==> src/lcc_regs.vh <==
`ifndef LCC_REGS_VH
`define LCC_REGS_VH
// ****************************************************************
// register subaddresses
// ****************************************************************
`define LCC_ADDR_LEVEL_COEF   8'h28
`define LCC_ADDR_FINE_CLAMP   8'h2a
`define LCC_ADDR_POWER_DOWN   8'h2b
`define LCC_ADDR_CONV_SETUP   8'h2c
`define LCC_ADDR_COARSE_CLAMP 8'h2d
`define LCC_ADDR_GREEN_CLAMP  8'h2e
`define LCC_ADDR_PLACEMENT    8'h31
`define LCC_ADDR_LEVEL_EN     8'h26
// ****************************************************************
// reset values
// ****************************************************************
`define LCC_RST_BYTE          8'h00
// ****************************************************************
// field positions and writable masks
// ****************************************************************
`define LCC_VERT_COEF_MSB     6
`define LCC_VERT_COEF_LSB     3
`define LCC_HORZ_COEF_MSB     2
`define LCC_HORZ_COEF_LSB     0
`define LCC_MASK_LEVEL_COEF   8'h7f
`define LCC_MASK_FINE_CLAMP   8'h1f
`define LCC_MASK_POWER_DOWN   8'h7f
`define LCC_MASK_CONV_SETUP   8'hff
`define LCC_MASK_COARSE_CLAMP 8'hc7
`define LCC_MASK_GREEN_CLAMP  8'h80
`define LCC_MASK_PLACEMENT    8'hff
`define LCC_MASK_LEVEL_EN     8'h80
`define LCC_LEVEL_EN_BIT      7
// ****************************************************************
// averaging sizes
// ****************************************************************
`define LCC_MIN_SAMPLES_LOG2  3
`endif

==> src/lcc_level_control.v <==
`timescale 1ns/10ps
`include "lcc_regs.vh"
module lcc_level_control
(
  input  wire        sys_clk,
  input  wire        rst_b,
  input  wire        reg_wr,
  input  wire [7:0]  reg_addr,
  input  wire [7:0]  reg_wdata,
  output reg  [7:0]  reg_rdata,
  input  wire        hsync_start,
  input  wire [9:0]  blank_sample,
  output reg  [15:0] level_offset,
  output reg         offset_update,
  output wire        level_loop_en,
  output wire [2:0]  fine_clamp_en,
  output wire [1:0]  fine_clamp_speed,
  output wire [2:0]  coarse_clamp_en,
  output wire [1:0]  coarse_clamp_current,
  output wire        green_sync_clamp_en,
  output wire        sync_on_green_pd,
  output wire        slicer_pd,
  output wire        reference_pd,
  output wire        current_control_pd,
  output wire        blue_converter_pd,
  output wire        green_converter_pd,
  output wire        red_converter_pd,
  output wire [7:0]  converter_setup
);
  // ****************************************************************
  // register file
  // ****************************************************************
  reg  [7:0]  level_coef_reg;
  reg  [7:0]  fine_clamp_reg;
  reg  [7:0]  power_down_reg;
  reg  [7:0]  conv_setup_reg;
  reg  [7:0]  coarse_clamp_reg;
  reg  [7:0]  green_clamp_reg;
  reg  [7:0]  placement_reg;
  reg  [7:0]  level_en_reg;

  // writes keep only the defined bits
  always @(posedge sys_clk or negedge rst_b)
  begin
    if (!rst_b)
    begin
      level_coef_reg   <= `LCC_RST_BYTE;
      fine_clamp_reg   <= `LCC_RST_BYTE;
      power_down_reg   <= `LCC_RST_BYTE;
      conv_setup_reg   <= `LCC_RST_BYTE;
      coarse_clamp_reg <= `LCC_RST_BYTE;
      green_clamp_reg  <= `LCC_RST_BYTE;
      placement_reg    <= `LCC_RST_BYTE;
      level_en_reg     <= `LCC_RST_BYTE;
    end
    else if (reg_wr)
    begin
      if (reg_addr == `LCC_ADDR_LEVEL_COEF)
        level_coef_reg <= reg_wdata & `LCC_MASK_LEVEL_COEF;
      else if (reg_addr == `LCC_ADDR_FINE_CLAMP)
        fine_clamp_reg <= reg_wdata & `LCC_MASK_FINE_CLAMP;
      else if (reg_addr == `LCC_ADDR_POWER_DOWN)
        power_down_reg <= reg_wdata & `LCC_MASK_POWER_DOWN;
      else if (reg_addr == `LCC_ADDR_CONV_SETUP)
        conv_setup_reg <= reg_wdata & `LCC_MASK_CONV_SETUP;
      else if (reg_addr == `LCC_ADDR_COARSE_CLAMP)
        coarse_clamp_reg <= reg_wdata & `LCC_MASK_COARSE_CLAMP;
      else if (reg_addr == `LCC_ADDR_GREEN_CLAMP)
        green_clamp_reg <= reg_wdata & `LCC_MASK_GREEN_CLAMP;
      else if (reg_addr == `LCC_ADDR_PLACEMENT)
        placement_reg <= reg_wdata & `LCC_MASK_PLACEMENT;
      else if (reg_addr == `LCC_ADDR_LEVEL_EN)
        level_en_reg <= reg_wdata & `LCC_MASK_LEVEL_EN;
    end
  end

  // read mux, unmapped addresses read zero
  always @*
  begin
    if (reg_addr == `LCC_ADDR_LEVEL_COEF)
      reg_rdata = level_coef_reg;
    else if (reg_addr == `LCC_ADDR_FINE_CLAMP)
      reg_rdata = fine_clamp_reg;
    else if (reg_addr == `LCC_ADDR_POWER_DOWN)
      reg_rdata = power_down_reg;
    else if (reg_addr == `LCC_ADDR_CONV_SETUP)
      reg_rdata = conv_setup_reg;
    else if (reg_addr == `LCC_ADDR_COARSE_CLAMP)
      reg_rdata = coarse_clamp_reg;
    else if (reg_addr == `LCC_ADDR_GREEN_CLAMP)
      reg_rdata = green_clamp_reg;
    else if (reg_addr == `LCC_ADDR_PLACEMENT)
      reg_rdata = placement_reg;
    else if (reg_addr == `LCC_ADDR_LEVEL_EN)
      reg_rdata = level_en_reg;
    else
      reg_rdata = 8'h00;
  end

  // ****************************************************************
  // static control outputs
  // ****************************************************************
  assign fine_clamp_en        = fine_clamp_reg[2:0];
  assign fine_clamp_speed     = fine_clamp_reg[4:3];
  assign coarse_clamp_en      = coarse_clamp_reg[2:0];
  assign coarse_clamp_current = coarse_clamp_reg[7:6];
  assign green_sync_clamp_en  = green_clamp_reg[7];
  assign sync_on_green_pd     = power_down_reg[6];
  assign slicer_pd            = power_down_reg[5];
  assign reference_pd         = power_down_reg[4];
  assign current_control_pd   = power_down_reg[3];
  assign blue_converter_pd    = power_down_reg[2];
  assign green_converter_pd   = power_down_reg[1];
  assign red_converter_pd     = power_down_reg[0];
  assign converter_setup      = conv_setup_reg;
  assign level_loop_en        = level_en_reg[`LCC_LEVEL_EN_BIT];

  // ****************************************************************
  // level-control filter
  // ****************************************************************
  localparam ST_IDLE  = 2'h0;
  localparam ST_DELAY = 2'h1;
  localparam ST_SUM   = 2'h2;
  localparam ST_APPLY = 2'h3;

  reg  [1:0]  state_reg;
  reg  [7:0]  delay_reg;
  reg  [9:0]  count_reg;
  reg  [19:0] sum_reg;
  reg  [2:0]  horizontal_sample_coeff_reg;
  reg  [3:0]  vertical_correction_coeff_reg;
  reg  [7:0]  place_reg;
  reg  [15:0] target_reg;
  wire [9:0]  count_last;
  wire [19:0] sum_scaled;
  wire [9:0]  average;
  wire signed [17:0] error;
  wire signed [17:0] step;

  // sample count is 8 shifted by the horizontal code
  assign count_last = (10'h001 << (horizontal_sample_coeff_reg +
                      `LCC_MIN_SAMPLES_LOG2)) - 10'h001;
  // divide by the count: scale the sum to 1024 samples, keep top bits
  assign sum_scaled = sum_reg << (3'h7 - horizontal_sample_coeff_reg);
  assign average    = sum_scaled[19:10];
  assign error      = $signed({2'b00, average, 6'h00}) -
                      $signed({2'b00, level_offset});
  assign step       = error >>> vertical_correction_coeff_reg;

  // line sequencer: latch, delay, accumulate, apply
  always @(posedge sys_clk or negedge rst_b)
  begin
    if (!rst_b)
    begin
      state_reg     <= ST_IDLE;
      delay_reg     <= 8'h00;
      count_reg     <= 10'h000;
      sum_reg       <= 20'h00000;
      horizontal_sample_coeff_reg   <= 3'h0;
      vertical_correction_coeff_reg <= 4'h0;
      place_reg     <= 8'h00;
      target_reg    <= 16'h0000;
      level_offset  <= 16'h0000;
      offset_update <= 1'b0;
    end
    else
    begin
      offset_update <= 1'b0;
      if (hsync_start && level_loop_en)
      begin
        horizontal_sample_coeff_reg   <=
          level_coef_reg[`LCC_HORZ_COEF_MSB:`LCC_HORZ_COEF_LSB];
        vertical_correction_coeff_reg <=
          level_coef_reg[`LCC_VERT_COEF_MSB:`LCC_VERT_COEF_LSB];
        place_reg <= placement_reg;
        delay_reg <= 8'h00;
        count_reg <= 10'h000;
        sum_reg   <= 20'h00000;
        state_reg <= ST_DELAY;
      end
      else if (!level_loop_en)
        state_reg <= ST_IDLE;
      else
      begin
        case (state_reg)
          ST_DELAY:
          begin
            if (delay_reg == place_reg)
              state_reg <= ST_SUM;
            else
              delay_reg <= delay_reg + 8'h01;
          end
          ST_SUM:
          begin
            sum_reg <= sum_reg + {10'h000, blank_sample};
            if (count_reg == count_last)
              state_reg <= ST_APPLY;
            else
              count_reg <= count_reg + 10'h001;
          end
          ST_APPLY:
          begin
            level_offset  <= level_offset + step[15:0];
            offset_update <= 1'b1;
            state_reg     <= ST_IDLE;
          end
          default:
            state_reg <= ST_IDLE;
        endcase
      end
    end
  end
endmodule // lcc_level_control

==> config.mk <==
export PLATFORM = sky130hd
export DESIGN_NAME = lcc_level_control
export DESIGN_NICKNAME = d
export VERILOG_FILES = /design/src/lcc_level_control.v
export VERILOG_INCLUDE_DIRS = /design/src
export SDC_FILE = /design/constraint.sdc
export NUM_CORES = 1
export LEC_CHECK = 0
export BUFFER_PORTS_ARGS = -buffer_cell sky130_fd_sc_hd__buf_2
export CORE_MARGIN = 2
export CORE_UTILIZATION = 55
export DETAILED_ROUTE_END_ITERATION = 10
export MAX_ROUTING_LAYER = met4
export PLACE_DENSITY_LB_ADDON = 0.3
export RECOVER_POWER = 100
export SYNTH_ARGS = -nofsm -noshare
export SYNTH_HDL_FRONTEND = slang
export SYNTH_SLANG_ARGS = --single-unit
==> constraint.sdc <==
create_clock -name sys_clk -period 5.6 [get_ports sys_clk]
set_input_delay 0.56 -clock sys_clk [delete_from_list [all_inputs] [get_ports sys_clk]]
set_output_delay 0.56 -clock sys_clk [all_outputs]
set_load 0.01 [all_outputs]
; ---- Word-level counts from Yosys, hierarchy flattened
; Cells that the tools add are included.
[classes]
n_mux = 27
n_eq_ne = 17
reduce_logical = 17
bitwise_logic = 8
n_addsub = 8
n_shift = 3
[ops]
columns = op, n
row1 = 8-bit 2-to-1 mux, 12
row2 = "8-bit by 6-bit equality test with 1-bit output, second input constant", 8
row3 = 20-bit 2-to-1 mux, 3
row4 = 10-bit 2-to-1 mux, 4
row5 = 20-bit by 10-bit adder with 20-bit output, 1
row6 = 20-bit by 3-bit << shifter with 20-bit output, 1
row7 = 17-bit by 4-bit >>> shifter with 16-bit output, 1
row8 = 16-bit by 16-bit subtractor with 17-bit output, 1
row9 = 16-bit adder, 1
row10 = 3-bit AND reduction, 4
row11 = "10-bit by 1-bit adder with 10-bit output, second input constant", 1
row12 = 10-bit equality test, 1
row13 = "1-bit by 4-bit << shifter with 10-bit output, first input constant", 1
row14 = "10-bit by 1-bit subtractor with 10-bit output, second input constant", 1
row15 = 9-bit AND reduction, 1
row16 = "8-bit by 1-bit adder with 8-bit output, second input constant", 1
row17 = 8-bit equality test, 1
row18 = 2-bit 2-to-1 mux, 4
row19 = "4-bit inequality test, second input constant", 2
row20 = 1-bit NOT, 8
row21 = 8-bit AND reduction, 1
row22 = 7-bit AND reduction, 1
row23 = 2-bit AND reduction, 3
row24 = 6-bit AND reduction, 1
row25 = 11 further kinds, 17
[word_totals]
word_cells = 97
reg_bits = 114
output_inout_bits = 52
in_bits = 30

; ---- Longest topological paths before layout
; Gate-level depths: netlist (run 1).
[logic_depth]
ltp_word = 9
ltp_mapped = 28
mapped_depth_nobuf = 25

; ---- Worst setup path before layout (run 1)
; OpenSTA, ideal clock, no wires.
[synth_timing]
path_kind = reg-to-reg
startpoint = reg horizontal_sample_coeff_reg[1]
endpoint = reg level_offset[14]
n_path_buf = 2
stages_incl_launch_ff = 27
required_time_ps = 5467
setup_slack_ps = -325
setup_ps = 133
synth_period_minus_slack_ps = 5925
arrival_ps = 5792
path_cell_list = dfrtp_1 buf_1 buf_1 mux2i_1 nand2_1 o211ai_1 o21ai_0 ha_1 inv_1 nor2_1 a2111o_1 a31oi_1 mux2i_1 mux2i_1 o31ai_1 a311oi_1 ha_1 fa_1 a21o_1 a21oi_1 o211ai_1 a31o_2 a21oi_1 o21ai_0 a31oi_1 xor2_1 o21ai_0
[synth_via]
elab_chain_len = 5
[synth_lines]
columns = element, line
row1 = "start, declared", lcc_level_control.v:130  ; reg [2:0] horizontal_sample_coeff_reg;
row2 = "start signal, assigned", lcc_level_control.v:171  ; horizontal_sample_coeff_reg <=
row3 = 3-bit subtractor, lcc_level_control.v:144  ; assign sum_scaled = sum_reg << (3'h7 - horizontal_sample_coeff_reg);
row4 = 20-bit by 3-bit << shifter with 20-bit output, lcc_level_control.v:144
row5 = 16-bit by 16-bit subtractor with 17-bit output, lcc_level_control.v:146  ; assign error = $signed({2'b00, average, 6'h00}) -
row6 = 17-bit by 4-bit >>> shifter with 16-bit output, lcc_level_control.v:148  ; assign step = error >>> vertical_correction_coeff_reg;
row7 = 16-bit adder, lcc_level_control.v:203  ; level_offset <= level_offset + step[15:0];
row8 = "end signal, assigned", lcc_level_control.v:203
row9 = "end, declared", lcc_level_control.v:13  ; output reg [15:0] level_offset,
; Every way passes these cells.
; A chain may end at the register's enable or synchronous reset.

; ---- Worst setup path after layout (run 1)
[layout_timing]
startpoint = reg horizontal_sample_coeff_reg[0]
endpoint = reg level_offset[15]
; Same word-level chain as after synthesis.

==> results, run 1 <==
- The via count of the first global-routing pass is ~7600.
- The register area share after synthesis is roughly 34%.
- The post-route minimum period is approximately 5400 ps.
- The DRC violations left is 0.
- The die is about 130 um tall.
- The library cell used as clock root buffer is clkbuf_16.
- The fraction of layout cells with a size suffix above 1 is 22.8%.
- The cell depth of the worst flop-to-flop path is 26.
- Yosys mapped a number of flops with a built-in enable equal to 0.
- Dividing the detail-routed wire length by the instance count gives 17.7 um.
- CTS built an H-tree with a depth of 4.
- The maximum clock path buffer count is 2.
- The hold path startpoint is reg_wdata[5].
- The category of the worst setup path launch point is a flop.
- The iteration-0 DRC count of the detailed router is 602.
- The vias after detailed routing is 7831.
- Setup total negative slack on the finished layout was measured at 0 ps.
- The overall power after layout is 4550 uW.
- The number of hold-slack violations in the final timing report is 0.
- The pin count of the biggest net entering global routing is 60.
- Fill cells in the final layout number approximately 1200.
- The number of antenna diodes in the final layout is 0.
- The period utilization is 96.9%.
- The die width is ~130 um.
- The final count of pins violating max slew is between 100 and 150.
- After synthesis, the cell types taking the most area are dfrtp_1, mux2_2, ha_1.
- Setup repair after global routing could not meet its margin everywhere.
- The depth of the worst hold-timing path is 3.
- In this run the worst setup path begins at horizontal_sample_coeff_reg[0].
- The initial antenna violation count is 0.
- The most used flip-flop cell after synthesis is dfrtp_1.
- The aggregate global routing overflow is 0.
- For met3 alone, demand over resource in global routing was 5.40%.
- The routed design has roughly 23000 um of wire.
- In this run, synthesis produced a sequential element count of between 100 and 150.
- The power per standard cell area is about 450 mW/mm^2.
- The average via count per standard cell is 6.01.
- Setup violations remaining at the end of the flow were counted as 0.
- The Yosys step of the flow raised 0 warnings.
- The run finished, with violations left.
- The first TritonRoute pass finished after 5 iterations.
- Data arrives at the worst endpoint at 5760 ps.
- At the pin with the least slew margin, the transition time is between 3000 and 4000 ps.
- The die covers 0.0161 sq mm.
- The total I/O pin count is a little over 80.
- In this run the most used layer during global routing was met2.
- The flip-flop count of the largest register after layout is 20.
- Ranked by instance count, the synthesized netlist is headed by nand2_1, dfrtp_1, nor2_1.
- Averaged over all synthesized cells, the footprint is about 8.6 sq um.
- Counting flops with an async set or reset pin after synthesis yields a share of 100%.
- The number of buffers created by CTS is 17.
- The number of input and output port buffers inserted is between 80 and 90.
- The post-layout worst setup margin is roughly 170 ps.
- Of all nets on the critical path, the largest fanout is 5.
- Detailed placement ended at an HPWL of roughly 16000 um.
- The max-capacitance violation count is 2.
- The static power due to leakage is approximately 0.0047 uW.
- The later pin in the worst-skew pair is clocked with a latency of about 420 ps.
- The type of the worst min-delay path is input port to flop.
- The sequential standard cell area is approximately 0.0029 sq mm.
- The area share of the largest cell type after synthesis is approximately 34%.
- The area of the placeable core is 0.0146 sq mm.
- Of all cell types, the one taking the most synthesized area is dfrtp_1.
- The nature of the critical path endpoint is a flop.
- The final layout net count is about 1200.
- Summing all multi-input logic gate instances after layout gives approximately 0.0053 sq mm.
- The initial utilization of the core area, before any placement, comes to 56.9%.
- The first global-routing pass estimated between 30000 and 40000 um of wire.
- The number of distinct standard cells referenced by the synthesized netlist is 69.
- In the post-synthesis netlist, the cell with the most instances is nand2_1.
- The synthesized instance count is just under 1000.
- The endpoint required time on the critical path is 5930 ps.
- IR analysis of the VDD net gives a maximum drop of 299 uV.
- The post-placement worst setup slack is -182 ps.
- Across the routed clock network, the largest skew measured is between 7 and 8 ps.
- The TritonCTS clock tree is built.
- Static timing analysis puts the maximum clock frequency at roughly 180 MHz.
- The headroom to the max-slew limit is -124%.
- The area growth from synthesis to layout is 21.1%.
- The initialized floorplan defines 44 standard-cell rows.
- The final reports fail on max-capacitance violations, max-slew violations.
- At the end of routability-driven placement, the weighted congestion stood at 0.920.
- Global routing used about 40% of the available met1 tracks.
- The remaining antenna violation count after routing is 0.
- The class of the most critical setup path is flop to flop.
- After clock tree synthesis, the clock-pin slew on the worst setup and hold paths is approximately 70 ps.
- The mapped netlist covers between 0.008 and 0.009 sq mm.
- The number of clock sinks seen by CTS is roughly 110.
- Global routing consumed, on the met2 layer, between 40% and 50% of the routing resources.
- The launching point of the worst reg2reg path is horizontal_sample_coeff_reg[0].
- For this run, the total global-route usage over all layers was measured as roughly 30%.
## kinds of logic (layout without fill, tap and decap cells)
| group | after synthesis | count (layout) | synth area share (%) |
|---|---|---|---|
| simple gates | 325 | 325 | 17.8 |
| xor+xnor | 64 | 64 | 6.73 |
| mux | 79 | 79 | 10.9 |
| buf+inv | 94 | 242 | 4.33 |
| compound gates | 249 | 249 | 19.0 |
| flops | 114 | 114 | 34.3 |
| other cells | 1 | 2 | 0.0450 |
| fa+ha+maj | 45 | 45 | 6.94 |
## worst paths after layout
| path | slack, ps | endpoint |
|---|---|---|
| hold reg to reg | 500 | place_reg[5] |
| hold / removal | 430 | converter_setup[5] |
| setup / recovery | 170 | level_offset[15] |
| setup reg to reg | 170 | level_offset[15] |
| min in group asynchronous | 1280 | count_reg[2] |
| max in group asynchronous | 1630 | place_reg[4] |
## worst max-delay path: stages, from the launching register on
cell and delay [ps]:
dfrtp_2 440, mux4_2 510, nand2_1 90, o21ai_0 120, ha_1 320, nor2b_4 160
a31oi_2 110, buf_4 190, o31ai_1 230, a211oi_1 130, nor2_1 240, mux2i_1 180
buf_4 190, mux4_2 460, mux2i_1 180, ha_2 250, o21ai_2 80, o21ai_1 170
a221oi_1 110, buf_4 150, a21oi_2 150, nand4_1 160, a41oi_2 230, buf_4 160
nand2_1 40, o211a_1 100, a211oi_1 190
## cell type report
cell class	instances	area share [%]
multi-input combinational	764	52.5
sequential	114	28.3
timing repair buffer	164	9.63
clock buffer	17	4.22
tap	184	2.28
inverter	46	1.71
clock inverter	15	1.28
## power breakdown
| group | switching, uW | internal (uW) | total, uW | leakage, uW |
|---|---|---|---|---|
| combinational | 1320 | 1240 | 2570 | 0.00293 |
| clock | 452 | 577 | 1030 | 0.000253 |
| sequential | 87.6 | 869 | 957 | 0.00150 |
## what timing repair did
action,CTS,global route
pin swaps,0,26
setup endpoints to repair,4,6
resized for setup,8,48
hold buffers,0,0
setup buffers,0,5
## through the flow
stage | hold slack [ps] | utilization, % | instance area [sq um] | instances
3_5_place_dp | 485 | 64.0 | 9370 | 1267
4_1_cts | 265 | 67.9 | 9940 | 1299
2_1_floorplan | 264 | - | 8340 | 972
3_3_place_gp | 480 | 64.0 | 9370 | 1267
6_report | 427 | 68.8 | 10100 | 1304
5_1_grt | 429 | 68.8 | 10100 | 1304
## layout by cell type (no fill, tap or decap), types with 5 or more instances in the layout
master,Yosys,layout
o21ai_0,67,58
nand2b_1,7,7
a21oi_2,0,9
nor2b_1,14,13
nand2_1,118,118
o21a_1,5,5
nand3_1,19,19
o22ai_1,10,10
clkbuf_1,41,44
a21oi_1,71,61
mux2_2,48,47
xor2_1,22,22
clkinvlp_4,0,6
or3_1,9,9
ha_1,43,41
mux2i_1,26,22
nor3_1,26,24
inv_1,45,43
and3_1,8,8
xnor2_1,42,41
nand4_1,7,7
a211oi_1,17,13
buf_2,0,42
buf_4,2,76
o21ai_1,1,6
nor2_1,93,91
clkbuf_16,0,17
nor4_1,6,6
a22o_1,11,11
a31oi_1,8,7
nor3b_1,5,6
dfrtp_1,114,111
a21o_1,14,14
## layer usage
layer | wire length, um | share of wire (%)
met5 | 0 | 0
met4 | 584 | 2.5
met3 | 1520 | 6.6
met2 | 10700 | 47
met1 | 10200 | 44
Note: power is estimated with default switching activity, not from simulation.
==> inputs of run 2 (changes only) <==
Settings changed: CORE_UTILIZATION 55 to 45.
Clock period 5.6 ns to 4.9 ns, I/O delays scaled along.
==> run 2 against run 1 <==
Compared with the run above: the run ends with design-rule violations, max-capacitance violations, max-slew violations, negative setup slack left; setup slack worse by 570 ps; sequential power is 16% higher; critical path type unchanged; design area is 7.2% higher; sequential cell count stayed put; via count is 0.61% higher; register-to-register slack worse by 570 ps; clock skew is 1.2 ps higher; clock-buffer cell count is 6 higher; utilization is 9.1 points lower; total power is 28% higher; cell count is 6.9% higher; sequential share of layout area is 1.9 points lower.
==> results, run 2 (synthesis results as in run 1) <==
- The flow ran to the end, but the final reports show violations.
- The checks that failed: design-rule violations, max-capacitance violations, max-slew violations, negative setup slack.
- The launching point of the worst reg2reg path is horizontal_sample_coeff_reg[1].
- The final RePlAce weighted congestion is 0.905.
- The final layout net count is roughly 1200.
- The maximum ir drop on the vdd rail is about 340 uV.
- The worst register-to-register path ends at level_offset[12].
- Across the run, the number of max-cap violations was 2.
- Clock tree synthesis inserted a total of 17 buffers.
- After routing, the total negative slack on setup checks comes to -1630 ps.
- In this design, the stage delay of the slowest critical-path cell is approximately 440 ps.
- The final count of pins violating max slew was approximately 120.
- The pin count of the biggest net entering global routing is 77.
- Fill cells in the final layout number roughly 1500.
- The cell depth of the worst flop-to-flop path is 26.
- The nature of the critical path endpoint is a flop.
- The headroom to the max-slew limit is -174%.
- The via count of the first global-routing pass is slightly below 8000.
- The worst clock skew on the final layout is between 8 and 9 ps.
- The critical path is of the flop to flop type.
- The post-route minimum period is 5290 ps.
- Setup repair after global routing could not meet its margin everywhere.
- The hold-critical path endpoint is power_down_reg[5].
- At the placement stage, the worst setup path has a slack of -504 ps.
- The die is between 100 and 150 um tall.
- At the later pin of the worst-skew pair, clock insertion delay measures around 420 ps.
- After floorplanning, the core was sized to cover ~0.018 sq mm.
- The number of H-tree levels is 4.
- The clock input transition at the sequential cells of the worst setup and hold paths is around 60 ps.
- In the routed design, unresolved DRC markers number 2.
- The slowest library cell on the worst path is dfrtp_2.
- The depth of the worst hold-timing path is 2.
- The arrival time of the worst setup path is 5590 ps.
- With fillers left out, the area of the finished cells amounts to 0.0108 sq mm.
- In the final layout, flip-flops and latches occupy 0.00285 sq mm.
- The standard cell area after detailed placement is between 0.009 and 0.01 sq mm.
- The count of final setup violators is 6.
- The floorplan has roughly 50 rows.
- Clock tree synthesis selected as its root buffer the cell clkbuf_16.
- The wire length of the first global-routing pass is 39400 um.
- The most common cell after layout, fill and taps aside is nand2_1.
- For the pin with the worst max-slew slack, the measured transition is 4110 ps.
- The TritonCTS clock tree is built.
- Across all register-to-register paths, the minimum setup slack is -390 ps.
- The worst setup path is launched from a flop.
- For this design the ratio of total power to cell area is between 500 and 600 mW/mm^2.
- The initial utilization of the core area, before any placement, comes to between 40 and 50%.
- Once detail routing completed, the nets flagged for antenna violations numbered 0.
- The number of diodes is 0.
- Global routing used 25.5% of the available tracks across all layers.
- The static power due to leakage is around 0.0050 uW.
- In this run the tool buffered the top-level ports with 81 buffer cells.
- The top cell types in the final layout, fill and taps aside, are nand2_1, buf_4, dfrtp_1.
- The min-delay analysis places its worst path in the category input port to flop.
- The vias after detailed routing is 7879.
- The die covers a little under 0.02 sq mm.
- The number of hold-slack violations in the final timing report is 0.
- The maximum clock frequency is about 190 MHz.
- Dividing the detail-routed wire length by the instance count gives 17.1 um.
- The endpoint required time on the critical path is between 5000 and 6000 ps.
- The first detailed-routing pass took 10 iterations.
- The maximum clock path buffer count is 2.
- The number of clock sinks seen by CTS is roughly 110.
- After the first detailed-routing iteration, the DRC count stood at ~540.
- After layout, the worst setup slack is -392 ps.
- In this run the most critical hold path is launched from reg_wdata[5].
- The sum of routed wire length over all layers is approximately 24000 um.
- The initial antenna violation count is 0.
- In this run the worst path has a maximum fanout of 6.
- The average via count per standard cell is 5.65.
- The multi-input combinational cell area is approximately 0.0056 sq mm.
- For this run the aggregate overflow at the end of global routing stands at 0.
- Cells with a size suffix above 1 make up 28.5% of the layout.
- The HPWL reported at the end of detailed placement is 17100 um.
- The period utilization is 108%.
- The flip-flop count of the largest register after layout is 20.
- The die width is about 140 um.
- slightly above 80 I/O pins were placed.
- The area overhead of the layout relative to synthesis is 29.8%.
run 2: how the worst max path moves through the flow:
stage                        to  slack, ps                      startpoint  cells after the start
3_3_place_gp   level_offset[15]       -400  horizontal_sample_coeff_reg[0]                     25
6_report       level_offset[12]       -390  horizontal_sample_coeff_reg[1]                     26
4_1_cts        level_offset[14]       -350  horizontal_sample_coeff_reg[1]                     27
3_5_place_dp   level_offset[15]       -500  horizontal_sample_coeff_reg[1]                     27
5_1_grt        level_offset[12]       -640  horizontal_sample_coeff_reg[1]                     28
2_1_floorplan  level_offset[14]       -220  horizontal_sample_coeff_reg[1]                     26
run 2: power breakdown:
group	leakage [uW]	internal [uW]	total (uW)	switching (uW)
Combinational	0.00321	1780	3450	1670
Sequential	0.00150	993	1110	115
Clock	0.000285	799	1250	455
run 2: per-stage QoR:
step           utilization [%]  power, uW  std cells  hold slack, ps
2_1_floorplan                -       2910        972             194
3_3_place_gp              54.0       3930       1345             486
3_5_place_dp              54.0       3940       1345             490
4_1_cts                   59.2       5530       1388             276
5_1_grt                   59.7       6190       1394             377
6_report                  59.7       5810       1394             372
run 2: per-layer routing:
metal	vias up	track usage (%)	part of all wire [%]
met5	-	-	0
met4	0	7.97	2.3
met3	32	3.86	4.9
met2	254	41.7	48
met1	3748	33.0	45
li1	3845	-	-
run 2: critical path: cells and delay by family, from the launching register on:
kind	cells	cell delay, ps
compound gates	15	2440
xor+xnor	1	170
fa+ha+maj	3	980
buf+inv	3	410
flops	1	440
mux	2	420
simple gates	2	310
run 2: what timing repair did:
item / 4_1_cts / 5_1_grt
gates cloned: 1 / 0
gates resized for setup: 54 / 37
buffers inserted: 13 / 7
pin swaps: 30 / 23
hold buffers: 0 / 0
endpoints found under the setup margin: 8 / 12
run 2: layout make-up:
type / count / area share, %
clock buffer: 23 / 4.52
clock inverter: 8 / 0.950
inverter: 46 / 1.62
multi-input combinational: 764 / 51.4
sequential: 114 / 26.4
tap: 229 / 2.65
timing repair buffer: 210 / 12.4
==> inputs of run 3 (changes only) <==
==> constraint.sdc (replaced) <==
create_clock -name sys_clk -period 4.9 [get_ports sys_clk]
set_input_delay 0 -clock sys_clk [delete_from_list [all_inputs] [get_ports sys_clk]]
set_output_delay 0 -clock sys_clk [all_outputs]
set_load 0.01 [all_outputs]
==> run 3 against run 2 <==
Compared with the run above: the flow still finishes with violations (design-rule violations, max-capacitance violations, max-slew violations, negative setup slack); combinational power increased by 8.7%; design area increased by 3.2%; total power increased by 5.9%; first-iteration DRC count increased by 8.0%; die area unchanged; utilization increased by 1.9 points; clock-buffer cell count unchanged; non-clock buffer count increased by 36; setup slack got worse by 180 ps.
==> results, run 3 (synthesis results as in run 1) <==
- The final reports fail on design-rule violations, max-capacitance violations, max-slew violations, negative setup slack.
- The final cell count without fillers is 1430.
- No sink is reached through more buffers than the 2 on the longest clock path.
- The hold path startpoint is reg_addr[2].
- The post-layout worst setup margin is -571 ps.
- The count of final setup violators is 9.
- The largest fanout on the critical path is 6.
- The number of buffers created by CTS is 17.
- The library cell used most frequently in the layout, excluding fill and tap cells, is buf_4.
- The peak per-stage delay on the critical path is roughly 450 ps.
- The library cell used as clock root buffer is clkbuf_16.
- STA puts the critical path data arrival time at 5770 ps.
- The tree built by TritonCTS fans out to between 100 and 150 sinks.
- After floorplanning, the core was divided into a little under 50 placement rows.
- Setup repair after global routing could not meet its margin everywhere.
- The buffer and inverter count on the worst path is 2.
- The first global-routing pass estimated 39100 um of wire.
- The register with the most flip-flops in the layout has 20 of them.
- The startpoint identified for the worst register-to-register timing path is horizontal_sample_coeff_reg[1].
- The die width is ~140 um.
- The cell depth of the worst flop-to-flop path is 26.
- The critical path's top delay family is compound AO/OA/AOI/OAI gates.
- The routed layout has 8102 vias.
- The starting utilization of the core area is 46.0%.
- The number of antenna diodes in the final layout is 0.
- For the worst-skew pair, the clock arrives at the later sink with an insertion delay of 420 ps.
- The placed instance count is 1350.
- TritonCTS built the clock tree.
- In the final layout, the multi-input gates occupy between 0.005 and 0.006 sq mm.
- The top cell types in the final layout, fill and taps aside, are buf_4, nand2_1, dfrtp_1.
- The flow ran to the end, but the final reports show violations.
- The die boundary height is about 140 um.
- The tightest hold path in the finished design has a slack of 57.8 ps.
- The area overhead of the layout relative to synthesis is 33.9%.
- Global routing used between 20% and 30% of the available tracks.
- Across the whole layout, storage elements account for between 0.002 and 0.003 sq mm.
- Entering global routing, the biggest net connects 76 pins.
- The routed length per instance is ~17 um.
- Among all stages on the critical path, the largest delay is contributed by dfrtp_2.
- The depth of the worst hold-timing path is 3.
- The maximum clock frequency is about 180 MHz.
- The class of the most critical setup path is flop to flop.
- The hold-critical path endpoint is green_clamp_reg[7].
- The terminus of the critical flop-to-flop path is level_offset[14].
- The sum of routed wire length over all layers is 24900 um.
- between 80 and 90 I/O pins were placed.
- The cell occurring most often along the worst timing path is a21oi_2.
- The worst clock skew on the final layout is just under 9 ps.
- The routed design could run at a clock period as short as ~5500 ps.
- The average via count per standard cell is ~5.7.
- The via count of the first global-routing pass came to 7788.
- The die covers slightly below 0.02 sq mm.
- In this run the remaining antenna-violating nets after routing total 0.
- Before antenna repair, the detailed router went through 9 iterations.
- The final core utilization is 61.6%.
- The category of the worst setup path launch point is a flop.
- The tool flagged a number of max-cap violations equal to 2.
- In this run the worst hold path is classified as input port to flop.
- The initial antenna violation count is 0.
- The headroom to the max-slew limit is -173%.
- Of the available clock period, the critical path in the final layout requires 112%.
- The aggregate global routing overflow is 0.
- The layout has between 1000 and 1500 filler cells.
- The final RePlAce weighted congestion is 0.932.
- The nature of the critical path endpoint is a flop.
- The endpoint required time on the critical path is approximately 5200 ps.
- After detailed routing, the number of remaining DRC violations is 2.
- At the placement stage, the worst setup path has a slack of -521 ps.
- The number of hold-slack violations in the final timing report was 0.
- The power per standard cell area is 552 mW/mm^2.
- The measured slew at the worst slew-check pin is between 4000 and 5000 ps.
- For this design the static power due to leakage is ~0.0052 uW.
- After legalization and detailed placement, the total HPWL measured 16900 um.
- In the final design database the tool counted 1264 nets.
- Setup slack on the worst reg-to-reg path comes out at -570 ps.
- The number of H-tree levels is 4.
- The clock input transition at the sequential cells of the worst setup and hold paths is 50 ps.
- The final count of pins violating max slew was approximately 130.
- VDD sags by at most between 300 and 400 uV.
- The detailed router finished its first iteration with a little under 600 violations.
- In this run the tool buffered the top-level ports with 81 buffer cells.
- In this run the standard cell core region covers roughly 0.018 sq mm.
- In the final layout, the share of cells above drive strength 1 is roughly 30%.
run 3: changes by cell type in the layout (fill, tap and decap cells not counted), moves of 4 or more:
cell           delta
buf_2             -8
buf_4            +25
clkbuf_1          +6
dlygate4sd3_1    +12
o21ai_0           +4
o21ai_1           -5
run 3: worst register-to-register path, stage by stage, from the launching register on:
cell	delay [ps]
dfrtp_2	450
clkbuf_16	180
mux2_4	330
o21ai_4	180
a21oi_2	80
ha_2	190
or3_4	400
a31oi_4	190
buf_6	120
o31ai_2	60
a211oi_2	250
nor2_1	120
mux2i_1	300
a21oi_2	140
a211oi_2	260
a311oi_2	70
ha_2	270
fa_2	330
a21o_1	210
a21oi_2	160
o211ai_1	130
a31o_2	290
a21oi_4	150
o21ai_1	70
a31oi_1	190
xor2_1	180
o21ai_1	80
run 3: final cells by class:
class                   count  share of cell area (%)
inverters                  46                    1.57
flip-flops and latches    114                    25.6
well taps                 229                    2.57
clock inverters             8                    1.12
clock buffers              23                    4.47
multi-input cells         764                    49.9
repair buffers            246                    14.8
run 3: worst max-delay path by stage:
stage / from / endpoint / cells past startpoint
after detailed placement: horizontal_sample_coeff_reg[1] / level_offset[14] / 25
after floorplan: horizontal_sample_coeff_reg[1] / level_offset[14] / 26
after global routing: horizontal_sample_coeff_reg[1] / level_offset[14] / 24
final: horizontal_sample_coeff_reg[1] / level_offset[14] / 26
after CTS: horizontal_sample_coeff_reg[1] / level_offset[14] / 25
after global placement: horizontal_sample_coeff_reg[1] / level_offset[15] / 25
run 3: stage by stage:
stage / area, sq um / TNS, ps / power [uW]
finish: 11100 / -3480 / 6150
detailed placement: 9800 / -2410 / 3950
CTS: 10700 / -1730 / 5560
floorplan: 8440 / -584 / 2910
global route: 11100 / -5880 / 6540
global placement: 9800 / -1550 / 3930
run 3: report_power, final:
part           total, uW  switching [uW]  internal (uW)
registers           1090            93.2            993
logic               3750            1810           1940
clock network       1310             448            864
total               6150            2350           3800
run 3: timing repair:
action / 4_1_cts / 5_1_grt
pin swaps: 18 / 61
hold endpoints to repair: 121 / 0
gates resized for setup: 25 / 65
buffers inserted: 15 / 22
endpoints found under the setup margin: 8 / 12
hold buffers: 12 / 0
gates cloned: 0 / 1
run 3: metal layers:
metal	wire length (um)	GRT usage, %	vias to the layer above
met5	0	-	-
met2	12100	40.9	291
li1	-	-	3904
met3	1340	4.92	42
met1	11000	33.1	3865
met4	463	7.55	0
